<file path="src/include/crc_scan_regs.vh">
`ifndef CRC_SCAN_REGS_VH
`define CRC_SCAN_REGS_VH

// ----------------------------------------
// Register byte offsets
// ----------------------------------------
`define A_ACC_LO 5'h00
`define A_ACC_HI 5'h01
`define A_POLY_LO 5'h02
`define A_POLY_HI 5'h03
`define A_DAT_LO 5'h04
`define A_DAT_HI 5'h05
`define A_SHIFT_LO 5'h06
`define A_SHIFT_HI 5'h07
`define A_CRC_CTRL 5'h08
`define A_CRC_LEN 5'h09
`define A_SCAN_CTRL 5'h0A
`define A_START_LO 5'h0B
`define A_START_HI 5'h0C
`define A_END_LO 5'h0D
`define A_END_HI 5'h0E
`define A_TRIG_SEL 5'h0F
`define A_FLAGS 5'h10
`define A_IRQ_EN 5'h11

// ----------------------------------------
// Field positions
// ----------------------------------------
`define B_EN 7
`define B_GO 6
`define B_BUSY 5
`define B_AUGMENT_ZEROS_BIT 4
`define B_INVALID 4
`define B_SCAN_INTERRUPT_MODE 3
`define B_SHIFT_DIRECTION_BIT 1
`define B_FULL 0
`define B_CRC_FLAG 0
`define B_SCAN_FLAG 1

// ----------------------------------------
// Access modes and trigger select
// ----------------------------------------
`define MODE_CONCURRENT 2'h0
`define MODE_BURST 2'h1
`define MODE_PEEK 2'h2
`define MODE_TRIGGERED 2'h3
`define TRIG_SOURCES 10

// ----------------------------------------
// Reset values and small constants
// ----------------------------------------
`define RST_WORD 16'h0000
`define RST_NIB 4'h0
`define RST_MODE 2'h0
`define RST_BYTE 8'h00
`define CNT_ZERO 5'h00
`define CNT_ONE 5'h01
`define ADDR_ONE 16'h0001
`define TOP_CLAMP 5'h0F

`endif

</file>
<file path="src/design/crc_scan_top.v">
`default_nettype none

module crc_scan_top (
	// Clock and reset
	input wire ref_clk_i,
	input wire reset_n_i,
	// Register port
	input wire [4:0] reg_addr_i,
	input wire [7:0] reg_wdata_i,
	input wire reg_wr_i,
	input wire reg_rd_i,
	output reg [7:0] reg_rdata_o,
	// Program memory read port
	output reg [15:0] mem_addr_o,
	output reg mem_rd_o,
	input wire [15:0] mem_data_i,
	input wire mem_impl_i,
	input wire mem_free_i,
	// CPU interaction
	input wire irq_active_i,
	output reg cpu_stall_o,
	// Trigger sources, code order
	input wire [9:0] trig_src_i,
	// Interrupt requests
	output reg crc_irq_o,
	output reg scan_irq_o
);
`include "crc_scan_regs.vh"

	localparam S_IDLE = 2'h0;
	localparam S_WAIT = 2'h1;
	localparam S_READ = 2'h2;
	localparam S_LOAD = 2'h3;

	// ----------------------------------------
	// State
	// ----------------------------------------
	reg [15:0] acc_q;
	reg [15:0] poly_q;
	reg [15:0] dat_q;
	reg [15:0] shift_q;
	reg [4:0] cnt_q;
	reg crc_en_q;
	reg crc_go_q;
	reg augment_zeros_bit_q;
	reg shift_direction_bit_q;
	reg full_q;
	reg [3:0] data_length_field_q;
	reg [3:0] polynomial_length_field_q;
	reg busy_q;
	reg crc_done_q;
	reg crc_ie_q;
	reg scan_en_q;
	reg scan_go_q;
	reg scan_go_prev_q;
	reg scan_interrupt_mode_q;
	reg invalid_q;
	reg [1:0] mode_q;
	reg [15:0] start_q;
	reg [15:0] end_q;
	reg [3:0] trigger_source_field_q;
	reg scan_done_q;
	reg scan_ie_q;
	reg [1:0] state_q;
	reg trig_pend_q;
	reg [7:0] rdata_d;

	wire [15:0] acc_next;
	wire [9:0] trig_rise;
	wire [15:0] trig_vec = {6'h00, trig_rise};
	wire trig_hit = trig_vec[trigger_source_field_q];
	wire crc_run = crc_en_q & crc_go_q;
	wire shifting = (cnt_q != `CNT_ZERO);
	wire crc_busy_now = crc_run & (full_q | shifting);
	wire crc_ready = crc_run & ~full_q;
	wire load_word = crc_run & full_q & ~shifting;
	wire din = shift_direction_bit_q ? shift_q[0] : shift_q[data_length_field_q];
	wire mem_bad = scan_en_q & scan_go_q & (state_q == S_LOAD) & ~mem_impl_i;
	wire sw_wr = reg_wr_i;
	wire int_hold = scan_interrupt_mode_q & irq_active_i;
	wire mode_ok = (mode_q == `MODE_PEEK) ? mem_free_i :
		(mode_q == `MODE_TRIGGERED) ? trig_pend_q : 1'b1;
	wire may_fetch = crc_ready & ~int_hold & mode_ok;

	// ----------------------------------------
	// Helpers
	// ----------------------------------------
	crc_step u_step (
		.acc_i(acc_q),
		.poly_i(poly_q),
		.din_i(din),
		.polynomial_length_field_i(polynomial_length_field_q),
		.augment_i(augment_zeros_bit_q),
		.acc_o(acc_next)
	);

	trig_sync u_trig (
		.ref_clk_i(ref_clk_i),
		.reset_n_i(reset_n_i),
		.raw_i(trig_src_i),
		.rise_o(trig_rise)
	);

	// ----------------------------------------
	// Read mux
	// ----------------------------------------
	always @* begin
		rdata_d = `RST_BYTE;
		if (reg_addr_i == `A_ACC_LO) begin
			rdata_d = acc_q[7:0];
		end else if (reg_addr_i == `A_ACC_HI) begin
			rdata_d = acc_q[15:8];
		end else if (reg_addr_i == `A_POLY_LO) begin
			rdata_d = {poly_q[7:1], 1'b0};
		end else if (reg_addr_i == `A_POLY_HI) begin
			rdata_d = poly_q[15:8];
		end else if (reg_addr_i == `A_DAT_LO) begin
			rdata_d = dat_q[7:0];
		end else if (reg_addr_i == `A_DAT_HI) begin
			rdata_d = dat_q[15:8];
		end else if (reg_addr_i == `A_SHIFT_LO) begin
			rdata_d = shift_q[7:0];
		end else if (reg_addr_i == `A_SHIFT_HI) begin
			rdata_d = shift_q[15:8];
		end else if (reg_addr_i == `A_CRC_CTRL) begin
			rdata_d[`B_EN] = crc_en_q;
			rdata_d[`B_GO] = crc_go_q;
			rdata_d[`B_BUSY] = busy_q;
			rdata_d[`B_AUGMENT_ZEROS_BIT] = augment_zeros_bit_q;
			rdata_d[`B_SHIFT_DIRECTION_BIT] = shift_direction_bit_q;
			rdata_d[`B_FULL] = full_q;
		end else if (reg_addr_i == `A_CRC_LEN) begin
			rdata_d = {data_length_field_q, polynomial_length_field_q};
		end else if (reg_addr_i == `A_SCAN_CTRL) begin
			rdata_d[`B_EN] = scan_en_q;
			rdata_d[`B_GO] = scan_go_q;
			rdata_d[`B_BUSY] = (state_q != S_IDLE);
			rdata_d[`B_INVALID] = invalid_q;
			rdata_d[`B_SCAN_INTERRUPT_MODE] = scan_interrupt_mode_q;
			rdata_d[1:0] = mode_q;
		end else if (reg_addr_i == `A_START_LO) begin
			rdata_d = start_q[7:0];
		end else if (reg_addr_i == `A_START_HI) begin
			rdata_d = start_q[15:8];
		end else if (reg_addr_i == `A_END_LO) begin
			rdata_d = end_q[7:0];
		end else if (reg_addr_i == `A_END_HI) begin
			rdata_d = end_q[15:8];
		end else if (reg_addr_i == `A_TRIG_SEL) begin
			rdata_d[3:0] = trigger_source_field_q;
		end else if (reg_addr_i == `A_FLAGS) begin
			// Engine-done and scan-done flags; the scan flag also sets on an invalid abort or a stop
			rdata_d[`B_CRC_FLAG] = crc_done_q;
			rdata_d[`B_SCAN_FLAG] = scan_done_q;
		end else if (reg_addr_i == `A_IRQ_EN) begin
			rdata_d[`B_CRC_FLAG] = crc_ie_q;
			rdata_d[`B_SCAN_FLAG] = scan_ie_q;
		end
	end

	// ----------------------------------------
	// Engine, scanner and registers
	// ----------------------------------------
	always @(posedge ref_clk_i or negedge reset_n_i) begin
		if (!reset_n_i) begin
			acc_q <= `RST_WORD;
			poly_q <= `RST_WORD;
			dat_q <= `RST_WORD;
			shift_q <= `RST_WORD;
			cnt_q <= `CNT_ZERO;
			crc_en_q <= 1'b0;
			crc_go_q <= 1'b0;
			augment_zeros_bit_q <= 1'b0;
			shift_direction_bit_q <= 1'b0;
			full_q <= 1'b0;
			data_length_field_q <= `RST_NIB;
			polynomial_length_field_q <= `RST_NIB;
			busy_q <= 1'b0;
			crc_done_q <= 1'b0;
			crc_ie_q <= 1'b0;
			scan_en_q <= 1'b0;
			scan_go_q <= 1'b0;
			scan_go_prev_q <= 1'b0;
			scan_interrupt_mode_q <= 1'b0;
			invalid_q <= 1'b0;
			mode_q <= `RST_MODE;
			start_q <= `RST_WORD;
			end_q <= `RST_WORD;
			trigger_source_field_q <= `RST_NIB;
			scan_done_q <= 1'b0;
			scan_ie_q <= 1'b0;
			state_q <= S_IDLE;
			trig_pend_q <= 1'b0;
			mem_addr_o <= `RST_WORD;
			mem_rd_o <= 1'b0;
			cpu_stall_o <= 1'b0;
			crc_irq_o <= 1'b0;
			scan_irq_o <= 1'b0;
			reg_rdata_o <= `RST_BYTE;
		end else begin
			reg_rdata_o <= reg_rd_i ? rdata_d : `RST_BYTE;

			// Shifter: take a pending word, then one bit per clock
			if (load_word) begin
				shift_q <= dat_q;
				cnt_q <= {1'b0, data_length_field_q} + `CNT_ONE;
				full_q <= 1'b0;
			end else if (shifting) begin
				acc_q <= acc_next;
				cnt_q <= cnt_q - `CNT_ONE;
				if (shift_direction_bit_q) begin
					shift_q <= {1'b0, shift_q[15:1]};
				end else begin
					shift_q <= {shift_q[14:0], 1'b0};
				end
			end
			busy_q <= crc_busy_now;

			// Scanner sequencing
			if (!scan_en_q) begin
				state_q <= S_IDLE;
				mem_rd_o <= 1'b0;
				trig_pend_q <= 1'b0;
			end else begin
				if (trig_hit && (mode_q == `MODE_TRIGGERED)) begin
					trig_pend_q <= 1'b1;
				end
				case (state_q)
					S_IDLE: begin
						trig_pend_q <= 1'b0;
						if (scan_go_q) begin
							mem_addr_o <= start_q;
							state_q <= S_WAIT;
						end
					end
					S_WAIT: begin
						if (!scan_go_q) begin
							state_q <= S_IDLE;
						end else if (may_fetch) begin
							// Waits for running, empty engine
							mem_rd_o <= 1'b1;
							state_q <= S_READ;
							if (!trig_hit) begin
								trig_pend_q <= 1'b0;
							end
						end
					end
					S_READ: begin
						mem_rd_o <= 1'b0;
						state_q <= scan_go_q ? S_LOAD : S_IDLE;
					end
					S_LOAD: begin
						if (!scan_go_q) begin
							state_q <= S_IDLE;
						end else if (!mem_impl_i) begin
							invalid_q <= 1'b1;
							scan_go_q <= 1'b0;
							state_q <= S_IDLE;
						end else begin
							dat_q <= mem_data_i;
							full_q <= 1'b1;
							if (mem_addr_o == end_q) begin
								scan_go_q <= 1'b0;
								state_q <= S_IDLE;
							end else begin
								mem_addr_o <= mem_addr_o + `ADDR_ONE;
								state_q <= S_WAIT;
							end
						end
					end
					default: begin
						state_q <= S_IDLE;
					end
				endcase
			end
			cpu_stall_o <= scan_en_q & (((mode_q == `MODE_BURST) && (state_q != S_IDLE)) ||
				((mode_q == `MODE_CONCURRENT) && (state_q == S_READ)));

			// Register writes
			if (sw_wr) begin
				if (reg_addr_i == `A_ACC_LO) begin
					acc_q[7:0] <= reg_wdata_i;
				end else if (reg_addr_i == `A_ACC_HI) begin
					acc_q[15:8] <= reg_wdata_i;
				end else if (reg_addr_i == `A_POLY_LO) begin
					poly_q[7:0] <= {reg_wdata_i[7:1], 1'b0};
				end else if (reg_addr_i == `A_POLY_HI) begin
					poly_q[15:8] <= reg_wdata_i;
				end else if (reg_addr_i == `A_DAT_LO && state_q != S_LOAD) begin
					dat_q[7:0] <= reg_wdata_i;
					full_q <= 1'b1;
				end else if (reg_addr_i == `A_DAT_HI && state_q != S_LOAD) begin
					dat_q[15:8] <= reg_wdata_i;
				end else if (reg_addr_i == `A_CRC_CTRL) begin
					crc_en_q <= reg_wdata_i[`B_EN];
					crc_go_q <= reg_wdata_i[`B_GO];
					augment_zeros_bit_q <= reg_wdata_i[`B_AUGMENT_ZEROS_BIT];
					shift_direction_bit_q <= reg_wdata_i[`B_SHIFT_DIRECTION_BIT];
				end else if (reg_addr_i == `A_CRC_LEN) begin
					data_length_field_q <= reg_wdata_i[7:4];
					polynomial_length_field_q <= reg_wdata_i[3:0];
				end else if (reg_addr_i == `A_SCAN_CTRL) begin
					scan_en_q <= reg_wdata_i[`B_EN];
					scan_go_q <= reg_wdata_i[`B_GO];
					invalid_q <= (invalid_q & reg_wdata_i[`B_INVALID]) | mem_bad;
					scan_interrupt_mode_q <= reg_wdata_i[`B_SCAN_INTERRUPT_MODE];
					mode_q <= reg_wdata_i[1:0];
				end else if (reg_addr_i == `A_START_LO) begin
					start_q[7:0] <= reg_wdata_i;
				end else if (reg_addr_i == `A_START_HI) begin
					start_q[15:8] <= reg_wdata_i;
				end else if (reg_addr_i == `A_END_LO) begin
					end_q[7:0] <= reg_wdata_i;
				end else if (reg_addr_i == `A_END_HI) begin
					end_q[15:8] <= reg_wdata_i;
				end else if (reg_addr_i == `A_TRIG_SEL) begin
					trigger_source_field_q <= reg_wdata_i[3:0];
				end else if (reg_addr_i == `A_IRQ_EN) begin
					crc_ie_q <= reg_wdata_i[`B_CRC_FLAG];
					scan_ie_q <= reg_wdata_i[`B_SCAN_FLAG];
				end
			end

			// Flags: write one clears, a new event wins
			scan_go_prev_q <= scan_go_q;
			if (busy_q && !crc_busy_now) begin
				crc_done_q <= 1'b1;
			end else if (sw_wr && reg_addr_i == `A_FLAGS && reg_wdata_i[`B_CRC_FLAG]) begin
				crc_done_q <= 1'b0;
			end
			if (scan_go_prev_q && !scan_go_q) begin
				scan_done_q <= 1'b1;
			end else if (sw_wr && reg_addr_i == `A_FLAGS && reg_wdata_i[`B_SCAN_FLAG]) begin
				scan_done_q <= 1'b0;
			end
			crc_irq_o <= crc_done_q & crc_ie_q;
			scan_irq_o <= scan_done_q & scan_ie_q;
		end
	end

endmodule // crc_scan_top

`default_nettype wire

</file>
<file path="src/design/crc_step.v">
`default_nettype none

// ----------------------------------------
// One shift of the accumulator
// ----------------------------------------
module crc_step (
	// Operands
	input wire [15:0] acc_i,
	input wire [15:0] poly_i,
	input wire din_i,
	input wire [3:0] polynomial_length_field_i,
	input wire augment_i,
	// Result
	output reg [15:0] acc_o
);
`include "crc_scan_regs.vh"

	function [3:0] top_bit;
		input [3:0] polynomial_length_field;
		reg [4:0] t;
		begin
			t = {1'b0, polynomial_length_field} + `CNT_ONE;
			if (t > `TOP_CLAMP) begin
				t = `TOP_CLAMP;
			end
			top_bit = t[3:0];
		end
	endfunction

	reg [15:0] mask;
	reg [15:0] shifted;
	reg fb;
	integer i;

	always @* begin
		mask = `RST_WORD;
		for (i = 0; i < 16; i = i + 1) begin
			mask[i] = (i <= top_bit(polynomial_length_field_i));
		end
		// Width follows polynomial length
		fb = acc_i[top_bit(polynomial_length_field_i)] ^ (augment_i & din_i);
		shifted = {acc_i[14:0], augment_i ? 1'b0 : din_i};
		// Polynomial low bit is implied one
		acc_o = (shifted ^ (fb ? {poly_i[15:1], 1'b1} : `RST_WORD)) & mask;
	end

endmodule // crc_step

`default_nettype wire

</file>
<file path="src/design/trig_sync.v">
`default_nettype none

// ----------------------------------------
// Trigger input synchroniser and edge finder
// ----------------------------------------
module trig_sync (
	// Clock and reset
	input wire ref_clk_i,
	input wire reset_n_i,
	// Raw and edge
	input wire [9:0] raw_i,
	output reg [9:0] rise_o
);
`include "crc_scan_regs.vh"

	reg [9:0] s1_q;
	reg [9:0] s2_q;
	reg [9:0] s3_q;
	reg [9:0] stable_q;

	always @(posedge ref_clk_i or negedge reset_n_i) begin
		if (!reset_n_i) begin
			s1_q <= 10'h000;
			s2_q <= 10'h000;
			s3_q <= 10'h000;
			stable_q <= 10'h000;
			rise_o <= 10'h000;
		end else begin
			s1_q <= raw_i;
			s2_q <= s1_q;
			s3_q <= s2_q;
			// Level taken only once second and third agree
			stable_q <= (s2_q & s3_q) | (stable_q & (s2_q | s3_q));
			rise_o <= (s2_q & s3_q) & ~stable_q;
		end
	end

endmodule // trig_sync

`default_nettype wire

</file>
<file path="config.mk">
export PLATFORM = sky130hd
export DESIGN_NAME = crc_scan_top
export DESIGN_NICKNAME = d
export VERILOG_FILES = /design/src/design/crc_scan_top.v /design/src/design/crc_step.v /design/src/design/trig_sync.v
export VERILOG_INCLUDE_DIRS = /design/src /design/src/include
export SDC_FILE = /design/constraint.sdc
export NUM_CORES = 1
export LEC_CHECK = 0
export BUFFER_PORTS_ARGS = -buffer_cell sky130_fd_sc_hd__buf_2
export CORE_MARGIN = 4
export CORE_UTILIZATION = 45
export DETAILED_ROUTE_END_ITERATION = 16
export HOLD_SLACK_MARGIN = 0.08
export SYNTH_ARGS = -nofsm -noshare
export SYNTH_HDL_FRONTEND = slang
export SYNTH_HIERARCHICAL = 1
export SYNTH_SLANG_ARGS = --single-unit
</file>
<file path="constraint.sdc">
create_clock -name ref_clk_i -period 7.16 [get_ports ref_clk_i]
set_input_delay 0.716 -clock ref_clk_i [delete_from_list [all_inputs] [get_ports ref_clk_i]]
set_output_delay 0.716 -clock ref_clk_i [all_outputs]
set_load 0.02 [all_outputs]
</file>
==> results.ini <==
[global_route]
grt_first_pass_wirelength_mm = 55.30
grtUsageTotal_pct = 24.78
grt_start_max_net_pins = 91
antenna_found_initial = 1
grt_pass1_vias = 9230
grt-ovfl-total = 0

[min_path]
hold_path_class = input pin to async pin

[placement]
gp_congestion = 0.9642
numPortBuffers = 73
hpwl_mm = 24.63
place_area_um2 = 11970

[clock_tree]
clk_path_buf_depth = 3
clkTransAtPathRegs_ns = 0.06
postCtsSetupRepairBufs = 0
hold_buffers = 0
clock_latency_ns = 0.54
htreeDepth = 1
cts_sinks = 210
cts_tree = built
cts-root-buf = clkbuf_16
cts_buffers = 24
cts.repair.resized = 0

[logic_synthesis]
ys_warn_count = 6
syn_area_um2 = 11490
syn_nets = 1195
synthCells = 1144
syn_area_per_cell_um2 = 10.04

[final_layout]
final_nets = 1225
drive_gt1_share_pct = 20.40
n_antenna_cell = 0
stdcell_area_um2 = 12780
areaGrowthSynthToFinish_pct = 11.25

[setup_path]
crit_fanout = 16
critical_path.max_stage_delay_ns = 0.72
startpoint_type = flop
r2r_cells = 9
cp.required_ns = 7.59
endpoint_kind = flop
cp.arrival_ns = 4.03
crit_type = flop to flop
slowest_stage = o2111ai_4
worstPathCellList = ha_1 > nand2b_1 > mux2i_2 > a31oi_1 > o2111ai_4 > mux2i_1 > mux2i_1 > nand2_1 > a31oi_1

[outcome]
status = complete, no violations

[sta]
fmax_mhz = 277.8
setup_viol = 0
min_period_over_period_pct = 50.28
finalHoldViolCount = 0
tns_ns = 0
finalClockSkew_ns = 0.02676
slew_viol_final = 0
holdWs_ns = 0.1352
fin_crit_ns = 3.600
relSlewSlack_pct = 31.63
worst_slew_pin_slew_ns = 1.022
rsz0062_at_grt = false

[pwr]
switchingPower_w = 0.001530
internal-power_w = 0.002685
clkPwrFrac_pct = 29.6
power_density_nw_per_um2 = 329.7
switching_share_pct = 36.30
p_seq_share_pct = 43.6
comb_power_share_pct = 26.8
p_leak_nw = 5.549
irDropWorstVdd_mv = 0.1996

[floorplan]
pin_count = 74
dieWidth_um = 167.8
core-area_um2 = 25180
die_y_um = 167.8
rows = 58
initial_core_util_pct = 45.62
fp.dieArea_um2 = 28150

[drt]
routed_wl_mm = 35.27
drtIter0Drc = 845
vias = 9375
vias_per_cell = 6.164
drc = 0
antenna_left = 0
wire_per_inst_um = 23.19
first_pass_iters = 5

[flow_run]
cap_violations = 0

[state kept, by name, indices dropped and copies added, names as in the netlist, 10 cells and up]
signal / cells
end_q: 16
mem_addr_o: 16
start_q: 16
u_trig/stable_q: 10
u_trig/s2_q: 10
acc_q: 16
poly_q: 15
u_trig/rise_o: 10
dat_q: 16
u_trig/s1_q: 10
shift_q: 16
u_trig/s3_q: 10
[through the flow]
| stage | total power (W) | setup WS (ns) | utilization [%] | instances |
|---|---|---|---|---|
| 2_1_floorplan | 0.002563 | 4.166 | - | 1144 |
| 3_3_place_gp | 0.002954 | 3.752 | 47.53 | 1478 |
| 3_5_place_dp | 0.002974 | 3.600 | 47.53 | 1478 |
| 4_1_cts | 0.004233 | 3.613 | 50.76 | 1521 |
| 5_1_grt | 0.004429 | 3.316 | 50.76 | 1521 |
| 6_report | 0.004214 | 3.560 | 50.76 | 1521 |
[cells in the final DEF (no fill, tap or decap), drive strengths merged, types with 16 or more instances in the layout]
| cell | n |
|---|---|
| o21ai | 34 |
| mux2i | 58 |
| xor2 | 17 |
| nand2b | 25 |
| nor2 | 81 |
| nand3 | 27 |
| buf | 80 |
| clkbuf | 32 |
| a21oi | 37 |
| dfrtp | 210 |
| a31oi | 41 |
| a22oi | 28 |
| o22ai | 16 |
| nand2 | 183 |
| mux2 | 81 |
[worst paths after layout]
path	from	end	slack (ns)
hold / removal	reset_n_i	mem_addr_o[10]$_DFFE_PN0P_	0.14
max in group asynchronous	reset_n_i	reg_rdata_o[7]$_DFF_PN0_	5.55
hold reg to reg	u_trig/s1_q[9]$_DFF_PN0_	u_trig/s2_q[9]$_DFF_PN0_	0.35
min in group ref_clk_i	trig_src_i[0]	u_trig/s1_q[0]$_DFF_PN0_	0.28
setup / recovery	polynomial_length_field_q[0]$_DFFE_PN0P_	acc_q[10]$_DFF_PN0_	3.56
setup reg to reg	polynomial_length_field_q[0]$_DFFE_PN0P_	acc_q[10]$_DFF_PN0_	3.56
[power by group through the flow]
| stage | registers (W) | logic (W) | clock network, W |
|---|---|---|---|
| floorplan | 0.00172 | 0.000844 | 0 |
| global placement | 0.00184 | 0.00111 | 0 |
| detailed placement | 0.00185 | 0.00113 | 0 |
| CTS | 0.00183 | 0.00113 | 0.00127 |
| global route | 0.00187 | 0.00124 | 0.00132 |
| finish | 0.00184 | 0.00113 | 0.00125 |
[critical path: cells and delay by family (launching register included)]
family | cells | cell delay (ns)
AO/OA/AOI/OAI | 3 | 1.16
flip-flops | 1 | 0.55
multiplexers | 3 | 1.06
AND/OR/NAND/NOR | 2 | 0.29
adder cells (fa/ha/maj) | 1 | 0.43
[cell type report]
class,count,area (µm²)
fillers,2359,12400
repair buffers,80,427.9
clock buffers,32,680.7
well taps,330,412.9
clock inverters,11,132.6
multi-input cells,845,5821
inverters,13,51.30
flip-flops and latches,210,5255
[metal layers]
layer / up-vias / share of wire [%] / track usage [%] / wire length [µm]
met5: - / 0.037 / 0 / 13
met4: 2 / 4.0 / 8.751 / 1421
met3: 94 / 6.9 / 3.733 / 2448
met2: 423 / 46 / 38.91 / 16170
met1: 4624 / 43 / 35.27 / 15220
li1: 4232 / - / - / -
No activity file was read; power rests on OpenSTA's default activity.
